## config.mk

```make
export PLATFORM = sky130hd
export DESIGN_NAME = wdu_top
export DESIGN_NICKNAME = d
export VERILOG_FILES = /design/src/hw/wdu_pkg.sv /design/src/hw/wdu_cnt_if.sv /design/src/hw/wdu_counter.sv /design/src/hw/wdu_top.sv
export SDC_FILE = /design/constraint.sdc
export NUM_CORES = 1
export LEC_CHECK = 0
export ABC_AREA = 1
export BUFFER_PORTS_ARGS = -buffer_cell sky130_fd_sc_hd__clkbuf_2
export CORE_MARGIN = 4
export CORE_UTILIZATION = 54
export CTS_BUF_LIST = sky130_fd_sc_hd__clkbuf_8
export CTS_CLUSTER_DIAMETER = 120
export DETAILED_ROUTE_END_ITERATION = 7
export PLACE_DENSITY = 0.82
export SYNTH_ARGS = -nofsm -noshare
export SYNTH_HDL_FRONTEND = slang
export SYNTH_SLANG_ARGS = --single-unit
```

## constraint.sdc

```tcl
create_clock -name hclk -period 1.9 [get_ports hclk]
set_input_delay 0.19 -clock hclk [delete_from_list [all_inputs] [get_ports hclk]]
set_output_delay 0.19 -clock hclk [all_outputs]
set_load 0.1 [all_outputs]
```

## src/hw/wdu_pkg.sv

```systemverilog
// Constants, register map and types of the watchdog unit
// What this block and its software do
// [RULE1] Counter advances on dedicated 1 MHz oscillator ticks
// [RULE2] Restart instruction clears counter to zero
// [RULE3] Elapsed timeout without restart resets the device
// [RULE4] Control bits 7..5 read as zero
// [RULE5] Enable clears only while unlock bit set
// [RULE6] Unlock bit self-clears four CPU cycles later
// [RULE7] Control bit 3 switches the watchdog on/off
// [RULE8] Software writes unlock and enable together first
// [RULE9] Zero to enable within four cycles disables
// [RULE10] Select 0..7 gives 16K doubling to 2048K
// [RULE11] Software restarts before enabling the watchdog
// [RULE12] Software disables or restarts before changing select
// [RULE13] Oscillator and domain signals crossed through synchronisers
// [RULE14] Disabled watchdog holds counter zero, no reset
package wdu_pkg;
  // Bus decode
  localparam int          ADDR_W         = 12;
  localparam logic [7:0]  CTRL_INDEX     = 8'h21;
  localparam logic [7:0]  STAT_INDEX     = 8'h22;
  localparam logic [ADDR_W-1:0] CTRL_ADDR = {2'h0, CTRL_INDEX, 2'h0};
  localparam logic [ADDR_W-1:0] STAT_ADDR = {2'h0, STAT_INDEX, 2'h0};
  // Control register layout
  localparam int          CTRL_W         = 8;
  localparam logic [7:0]  CTRL_RESET     = 8'h00;
  localparam int          UNLOCK_BIT     = 4;
  localparam int          ENABLE_BIT     = 3;
  localparam int          SEL_MSB        = 2;
  localparam int          SEL_LSB        = 0;
  // Status register layout
  localparam int          STAT_RUN_BIT   = 0;
  localparam int          STAT_TO_BIT    = 1;
  localparam int          STAT_CNT_LSB   = 8;
  // Timing
  localparam int          OSC_NOM_HZ     = 1_000_000;
  localparam int          HCLK_HZ        = 100_000_000;
  localparam int          UNLOCK_CYCLES  = 4;
  localparam logic [2:0]  UNLOCK_LOAD    = 3'(UNLOCK_CYCLES);
  localparam int          BASE_TICKS     = 16384;
  localparam int          CNT_W          = 22;
  // Bus data-phase states
  typedef enum logic [3:0] {
    BS_IDLE   = 4'b0001,
    BS_WRITE  = 4'b0010,
    BS_RFETCH = 4'b0100,
    BS_RDONE  = 4'b1000
  } wdu_bus_st_e;
endpackage

```

## src/hw/wdu_cnt_if.sv

```systemverilog
// Link between the control logic and the timeout counter
`timescale 1ns/100ps
`default_nettype none
interface wdu_cnt_if;
  import wdu_pkg::*;
  logic             tick;
  logic             enable;
  logic             restart;
  logic [CNT_W-1:0] limit;
  logic [CNT_W-1:0] count;
  logic             expire;
  modport ctrl (output tick, output enable, output restart, output limit, input count, input expire);
  modport cnt  (input tick, input enable, input restart, input limit, output count, output expire);
endinterface
`default_nettype wire

```

## src/hw/wdu_counter.sv

```systemverilog
// Timeout counter stepped by oscillator ticks
`timescale 1ns/100ps
`default_nettype none
module wdu_counter
  import wdu_pkg::*;
(
  // Clock and reset
  input wire logic hclk,
  input wire logic hresetn,
  // Control side
  wdu_cnt_if.cnt   cif
);
  logic [CNT_W-1:0] count_r;
  logic [CNT_W-1:0] count_nxt;
  logic             expire_r;
  logic             last_tick;

  // Timeout reached on the tick that completes the period
  assign last_tick = cif.tick && (count_r == cif.limit - CNT_W'(1));

  // Restart and disable both force zero; disable has no expiry
  always_comb begin
    count_nxt = count_r;
    if (!cif.enable) begin
      count_nxt = '0; // RULE14
    end else if (cif.restart) begin
      count_nxt = '0; // RULE2
    end else if (last_tick) begin
      count_nxt = '0;
    end else if (cif.tick) begin
      count_nxt = count_r + CNT_W'(1); // RULE1
    end
  end

  // Counter and registered expiry pulse
  always_ff @(posedge hclk or negedge hresetn) begin
    if (!hresetn) begin
      count_r  <= '0;
      expire_r <= 1'b0;
    end else begin
      count_r  <= count_nxt;
      expire_r <= cif.enable && !cif.restart && last_tick; // RULE3
    end
  end

  assign cif.count  = count_r;
  assign cif.expire = expire_r;
endmodule
`default_nettype wire

```

## src/hw/wdu_top.sv

```systemverilog
// Watchdog unit top: AHB-Lite register slave, unlock timer, oscillator sync
`timescale 1ns/100ps
`default_nettype none
module wdu_top
  import wdu_pkg::*;
#(
  parameter int TICKS_BASE = BASE_TICKS
)(
  // Clock and reset
  input  wire logic        hclk,
  input  wire logic        hresetn,
  // AHB-Lite slave
  input  wire logic        hsel,
  input  wire logic [31:0] haddr,
  input  wire logic [1:0]  htrans,
  input  wire logic        hwrite,
  input  wire logic [2:0]  hsize,
  input  wire logic [31:0] hwdata,
  input  wire logic        hready,
  output logic             hreadyout,
  output logic             hresp,
  output logic [31:0]      hrdata,
  // Watchdog oscillator and CPU events
  input  wire logic        dog_osc,
  input  wire logic        dog_restart_instruction,
  // Device reset request
  output logic             dog_reset_out
);
  // Bus state
  wdu_bus_st_e       bus_st_r;
  wdu_bus_st_e       bus_st_nxt;
  logic [ADDR_W-1:0] addr_r;
  logic [31:0]       hrdata_r;
  logic              accept;
  logic              wr_ctrl;
  logic              wr_stat;
  logic [31:0]       rd_value;
  logic              rd_is_ctrl;
  logic              rd_is_stat;

  // Watchdog control state
  logic              enable_r;
  logic              enable_nxt;
  logic [2:0]        sel_r;
  logic [2:0]        unlock_cnt_r;
  logic [2:0]        unlock_cnt_nxt;
  logic              unlock_on;
  logic              timeout_flag_r;
  logic              reset_out_r;
  logic [7:0]        ctrl_view;
  logic [31:0]       stat_view;

  // Oscillator synchroniser
  logic              osc_s1_r;
  logic              osc_s2_r;
  logic              osc_s3_r;

  // Link to the counter; the counter owns count and expiry
  wdu_cnt_if cif ();

  // Address phase taken when selected, NONSEQ or SEQ (htrans[1] set, so BUSY is not taken) and bus ready
  assign accept    = hsel && htrans[1] && hready;
  // Reads take one wait state so data always come from a flip-flop
  // Trade-off: one extra cycle per read, no path from the mux to hrdata
  assign hreadyout = (bus_st_r != BS_RFETCH);
  assign hresp     = 1'b0;
  assign hrdata    = hrdata_r;

  // Next data-phase state
  // Reads always pass the wait state; writes finish in one cycle
  always_comb begin
    bus_st_nxt = BS_IDLE;
    case (bus_st_r)
      BS_RFETCH: begin
        bus_st_nxt = BS_RDONE;
      end
      default: begin
        if (accept && hwrite) begin
          bus_st_nxt = BS_WRITE;
        end else if (accept) begin
          bus_st_nxt = BS_RFETCH;
        end else begin
          bus_st_nxt = BS_IDLE;
        end
      end
    endcase
  end

  // Bus state and captured address
  always_ff @(posedge hclk or negedge hresetn) begin
    if (!hresetn) begin
      bus_st_r <= BS_IDLE;
      addr_r   <= '0;
    end else begin
      bus_st_r <= bus_st_nxt;
      if (accept) begin
        addr_r <= haddr[ADDR_W-1:0];
      end
    end
  end

  // Write decode; unmapped addresses are silently ignored
  // Writes land at the data-phase edge, using the captured address
  assign wr_ctrl    = (bus_st_r == BS_WRITE) && (addr_r == CTRL_ADDR);
  assign wr_stat    = (bus_st_r == BS_WRITE) && (addr_r == STAT_ADDR);
  assign rd_is_ctrl = (addr_r == CTRL_ADDR);
  assign rd_is_stat = (addr_r == STAT_ADDR);

  // Register views; top control bits tied low
  assign unlock_on = (unlock_cnt_r != 3'h0);
  assign ctrl_view = {3'h0, unlock_on, enable_r, sel_r}; // RULE4
  assign stat_view = {2'h0, cif.count, 6'h00, timeout_flag_r, enable_r};

  // Read mux; unmapped reads return zero
  // Only the low byte of the control word carries fields
  always_comb begin
    if (rd_is_ctrl) begin
      rd_value = {24'h000000, ctrl_view};
    end else if (rd_is_stat) begin
      rd_value = stat_view;
    end else begin
      rd_value = 32'h00000000;
    end
  end

  // Read data register, loaded in the wait cycle
  always_ff @(posedge hclk or negedge hresetn) begin
    if (!hresetn) begin
      hrdata_r <= 32'h00000000;
    end else if (bus_st_r == BS_RFETCH) begin
      hrdata_r <= rd_value;
    end
  end

  // Unlock window: loaded by a write with unlock and enable both one
  // Load wins over the decrement, so a repeated unlock write restarts
  // the window rather than extending a stale one
  always_comb begin
    unlock_cnt_nxt = unlock_cnt_r;
    if (unlock_on) begin
      unlock_cnt_nxt = unlock_cnt_r - 3'h1; // RULE6
    end
    if (wr_ctrl && hwdata[UNLOCK_BIT] && hwdata[ENABLE_BIT]) begin
      unlock_cnt_nxt = UNLOCK_LOAD; // RULE8
    end
  end

  // Enable: set freely, cleared only inside an open unlock window
  // A write with enable one always wins, so setting needs no unlock
  always_comb begin
    enable_nxt = enable_r;
    if (wr_ctrl && hwdata[ENABLE_BIT]) begin
      enable_nxt = 1'b1; // RULE7
    end else if (wr_ctrl && unlock_on) begin
      enable_nxt = 1'b0; // RULE5 RULE9
    end
  end

  // Control register fields
  // Select is always written; only enable is guarded by the window
  always_ff @(posedge hclk or negedge hresetn) begin
    if (!hresetn) begin
      enable_r     <= CTRL_RESET[ENABLE_BIT];
      sel_r        <= CTRL_RESET[SEL_MSB:SEL_LSB];
      unlock_cnt_r <= 3'h0;
    end else begin
      enable_r     <= enable_nxt;
      unlock_cnt_r <= unlock_cnt_nxt;
      if (wr_ctrl) begin
        sel_r <= hwdata[SEL_MSB:SEL_LSB];
      end
    end
  end

  // Sticky timeout flag; write one clears, a new expiry wins
  // Set wins so an expiry is never lost to a racing clear
  always_ff @(posedge hclk or negedge hresetn) begin
    if (!hresetn) begin
      timeout_flag_r <= 1'b0;
    end else begin
      timeout_flag_r <= cif.expire || (timeout_flag_r && !(wr_stat && hwdata[STAT_TO_BIT]));
    end
  end

  // Oscillator edge; only the second stage and later are looked at
  // The oscillator is a slow level: it must stay high and low for
  // at least two hclk cycles each, or ticks are lost
  // Third stage only holds the previous value for the edge test
  always_ff @(posedge hclk or negedge hresetn) begin
    if (!hresetn) begin
      osc_s1_r <= 1'b0;
      osc_s2_r <= 1'b0;
      osc_s3_r <= 1'b0;
    end else begin
      osc_s1_r <= dog_osc; // RULE13
      osc_s2_r <= osc_s1_r;
      osc_s3_r <= osc_s2_r;
    end
  end

  // Counter controls; period is base count shifted by the select code
  // A select change while counting can leave count above the new limit;
  // software restarts or disables first, the block cannot tell intent
  assign cif.tick    = osc_s2_r && !osc_s3_r; // RULE1
  assign cif.enable  = enable_r;
  assign cif.restart = dog_restart_instruction; // RULE2
  assign cif.limit   = CNT_W'(TICKS_BASE) << sel_r; // RULE10

  // Timeout counter
  wdu_counter u_counter (
    .hclk    (hclk),
    .hresetn (hresetn),
    .cif     (cif.cnt)
  );

  // Device reset request, one registered pulse per expiry
  // Only a request: the block itself is reset through hresetn
  always_ff @(posedge hclk or negedge hresetn) begin
    if (!hresetn) begin
      reset_out_r <= 1'b0;
    end else begin
      reset_out_r <= cif.expire; // RULE3
    end
  end

  assign dog_reset_out = reset_out_r;
endmodule
`default_nettype wire

```

Word-level counts from Yosys, hierarchy flattened --
Cells that the tools add are included.
Storage, ports and cells: memories 0, bits in latches 0, RAM bits 0, word-level logic and storage cells 59, input port bits 76, register bits 83, output and inout bits 35, memory bits (read-only) 0
Operators by class: multiplexer cells 13, bitwise gates (word level) 0, $add $sub $neg 3, eq/ne operators 7, reduce and logical (&&, ||, !) cells 22, shift operators 1, $lt $le $gt $ge 0, multiply operators 0, div/mod/pow operators 0
Operator list (number):
- two-way mux 22 bit | 4
- two-way mux 30 bit | 2
- == test 12 x 8 -> 1 bit (second input constant) | 2
- adder 22 x 1 -> 22 bit (second input constant) | 1
- == test 22 bit | 1
- << shifter 15 x 3 -> 22 bit (first input constant) | 1
- subtractor 22 x 1 -> 22 bit (second input constant) | 1
- logical AND 1 bit | 15
- two-way mux 3 bit | 3
- two-way mux 4 bit | 2
- == test 4 x 2 -> 1 bit (second input constant) | 1
- == test 4 x 3 -> 1 bit (second input constant) | 1
- != test 4 x 2 -> 1 bit (second input constant) | 1
- != test 4 x 3 -> 1 bit (second input constant) | 1
- nonzero test 2 bit | 2
- zero test 1 bit | 3
- nonzero test 3 bit | 1
- subtractor 3 x 1 -> 3 bit (second input constant) | 1
- two-way mux 1 bit | 2
- logical OR 1 bit | 1

Logic depth before layout (Yosys ltp) --
depth in word-level cells 7, depth in mapped cells 11

Hierarchy --
A second synthesis with hierarchy kept.
Second synthesis, totals: cells, all modules 695, area total of the unflattened synthesis 5032.3 sq um
Modules (own cells, without submodules):
- wdu_counter | cells an instance 421, seq. area each 575.6 sq um, area an instance 2646.3 sq um, instances 1
- wdu_top | cells an instance 274, seq. area each 1377.6 sq um, area an instance 2386.0 sq um, instances 1

Worst setup path after synthesis --
No wires, ideal clock.
path type flip-flop to flip-flop, from reg bus_st_r[0], to reg hrdata_r[15], in the netlist hrdata[15], arrival 2149 ps, library setup time 96 ps, period minus slack after synthesis 2244 ps, cell stages (with the launch flop) 7, required time 1804 ps, path slack -344 ps, cells stage by stage dfstp_2 > nor2_1 > nand3_1 > clkbuf_1 > buf_1 > nand2_1 > o31ai_1
On the way: longest elaborated chain between the ends 1
Ends and longest elaborated chain:
- start: declaration | RTL line wdu_top.sv:30 | wdu_bus_st_e bus_st_r;
- start signal: assignment | RTL line wdu_top.sv:95 | bus_st_r <= bus_st_nxt;
- == test 4 x 3 -> 1 bit | RTL line wdu_top.sv:130 | end else if (bus_st_r == BS_RFETCH) begin
- end signal: assignment | RTL line wdu_top.sv:131 | hrdata_r <= rd_value;
- end: declaration | RTL line wdu_top.sv:33 | logic [31:0] hrdata_r;
No other way between the ends. A chain may end at the register's enable or synchronous reset.

Final worst setup path --
from reg bus_st_r[0], to out hreadyout
On the way: longest elaborated chain between the ends 1
Ends and longest elaborated chain:
- != test 4 x 3 -> 1 bit | RTL line wdu_top.sv:65 | assign hreadyout = (bus_st_r != BS_RFETCH);
- end: declaration | RTL line wdu_top.sv:20 | output logic hreadyout,
No other way between the ends.

==> results.cfg <==
[synthesis]
synth.cell_area_mm2 = 0.00400
ys_seq_elements = 78
ys_warn_count = 0
synthAdderAreaFrac = 0.00939
synth_cell_types = 37
synthFlopType = dfrtp_1
synth_area_per_cell_um2 = 7.98
post-synth-top-count-cell = nand2_1
synth_compound_area_frac = 0.0808
ys_seq_area_frac = 0.489
synth-simple-area-share = 0.317
synth-async-reset-ratio = 1.00
synth_edf_count = 0
synth.mux.area_fraction = 0
synth_common_cells = nand2_1, dfrtp_1, inv_1
yosys.area.top_type = dfrtp_1
synth_top_family_by_area = simple AND/OR/NAND/NOR gates
synth_top_area_frac = 0.482
synth_xor_area_frac = 0.0241
syn_inst = 501
synth_area_leaders = dfrtp_1, nand2_1, inv_1, nor2_1, o31ai_1

[place]
gp_congestion = 0.966
dp.final_hpwl_mm = 6.87
port_buffers = 53

[pwr]
p_leak_nw = 2.43
ir_worst_vdd_v = 0.000374
finalPower_mw = 3.78
p_per_area_mw_per_mm2 = 801

[routing]
first_pass_iters = 5
drt-total-wl_mm = 9.29
vias_per_cell = 5.25
drtAntennaViolNets = 0
wire_per_inst_um = 13.8
drt-initial-drc-count = 194
drc = 0
vias = 3527

[floorplanning]
dieArea_mm2 = 0.00884
fp.dieW_um = 94.0
ios = 111
core_mm2 = 0.00721
initial_core_util = 0.554
placement_rows = 31
die_h_um = 94.0

[sta]
fin_crit_sh = 0.917
fin_crit_ns = 1.74
setup_viol = 0
finalHoldViolCount = 0
rsz0062_at_grt = no
tightestPinTransition_ns = 0.556
fin_skew_ns = 0.00735
fmax_mhz = 574
slew_violations = 0
setup-tns-final_ns = 0
max_slew_margin = 0.629

[clocking]
worstSkewPairLatency_ns = 0.36
cts_setup_buffers = 0
cts_tree = yes
clk_path_buf_depth = 2
cts_root_buffer = clkbuf_8
clk_pin_slew_ns = 0.08
cts_buffers = 9
htreeDepth = 3
cts_sinks = 78

[critical_path]
endpoint = hreadyout
worstSetupEndpointType = primary output
r2r-start = bus_st_r[1]
crit_fanout = 9
startpoint = bus_st_r[0]
r2r_slack_ns = 0.20
critPathLaunchType = register
reg2reg_to = hrdata[9]
worstSetupPathType = register to primary output
reg2reg_depth = 5
cp_data_arrival_time_ns = 1.55
cp.required_ns = 1.71

[run_status]
status = complete, no violations

[global_route]
antenna_found_initial = 0
first_global_vias = 3393
grt_first_pass_wirelength_mm = 15.4
overflow = 0
grt_max_degree = 44
grt.total_usage = 0.225

[job]
drv_cap = 0

[min_path]
hp-class = input pin to register

[final_layout]
drive_gt1_frac = 0.192
nNetsFinal = 648
syn2layout_area_growth_pct = 18.2
diodes = 0
layout make-up:
cell class	count	area [um^2]
timing repair buffer	72	458
inverter	55	206
sequential	78	1950
tap	99	124
clock inverter	6	111
fill	597	2490
multi-input combinational	353	1750
clock buffer	9	124
how the worst min path moves through the flow:
stage / endpoint / slack, ns / cells past startpoint / from
2_1_floorplan: addr_r[0] / -0.11 / 0 / hresetn
3_3_place_gp: addr_r[8] / 0.22 / 1 / hresetn
3_5_place_dp: addr_r[9] / 0.22 / 1 / hresetn
4_1_cts: addr_r[10] / 0.01 / 3 / haddr[10]
5_1_grt: unlock_cnt_r[0] / 0.04 / 2 / hwdata[4]
6_report: addr_r[10] / 0.02 / 3 / haddr[10]
cell usage in the layout (no fill, tap or decap), types with 4 or more instances in the layout:
cell type	Yosys	layout
nand2_1	167	167
dfrtp_1	77	77
inv_1	51	51
clkbuf_2	1	51
nor2_1	47	47
nand3_1	31	31
o31ai_1	21	21
o21ai_0	19	19
buf_4	6	15
xor2_1	10	10
clkbuf_8	0	9
nor3_1	8	8
nand4_1	7	7
nand3_2	6	6
conb_1	1	6
nor2_4	5	5
inv_2	4	4
nor2_2	4	4
logic make-up after synthesis:
family	Yosys count
other cells	1
compound gates	51
xor+xnor	11
fa+ha+maj	3
flops	78
buf+inv	75
simple gates	282
where the power goes:
group,internal [mW],switching [mW],leakage [nW]
sequential,1.75,0.0417,1.03
combinational,0.158,0.352,1.29
clock,0.865,0.612,0.115
total,2.78,1.01,2.43
timing repair:
action / CTS / global route
resized for setup: 0 / 0
hold buffers: 3 / 0
hold endpoints to repair: 43 / 0
metrics by stage:
step                      setup WS, ns  hold WS [ns]  utilization  area (um^2)  cells
after floorplan                 0.0478        -0.106            -         4020    506
after global placement           0.256         0.216        0.618         4460    654
after detailed placement         0.235         0.221        0.618         4460    654
after CTS                        0.141        0.0143        0.655         4720    672
after global routing            0.0791        0.0372        0.655         4720    672
final                            0.158        0.0245        0.655         4720    672
worst max-delay path: stages (launching register included):
cell	delay [ns]
dfstp_2	0.53
nor2_1	0.04
nand3_1	0.37
buf_12	0.24
state kept, by name (all words and copies together) (netlist names):
| register | flops |
|---|---|
| sel_r | 3 |
| osc_s2_r | 1 |
| hrdata | 27 |
| timeout_flag_r | 1 |
| u_counter.cif.count | 22 |
| bus_st_r | 4 |
| osc_s1_r | 1 |
| cif.enable | 1 |
| u_counter.cif.expire | 1 |
| dog_reset_out | 1 |
| unlock_cnt_r | 3 |
| osc_s3_r | 1 |
| addr_r | 12 |
metal layers:
metal  wire length (um)  global-route usage  up-vias
met4                257               0.110        0
met3                655              0.0409       26
met2               4370               0.357      146
met5                  0                   0        -
met1               4000               0.296     1635
li1                   -                   -     1720
(Power assumes the default switching activity.)
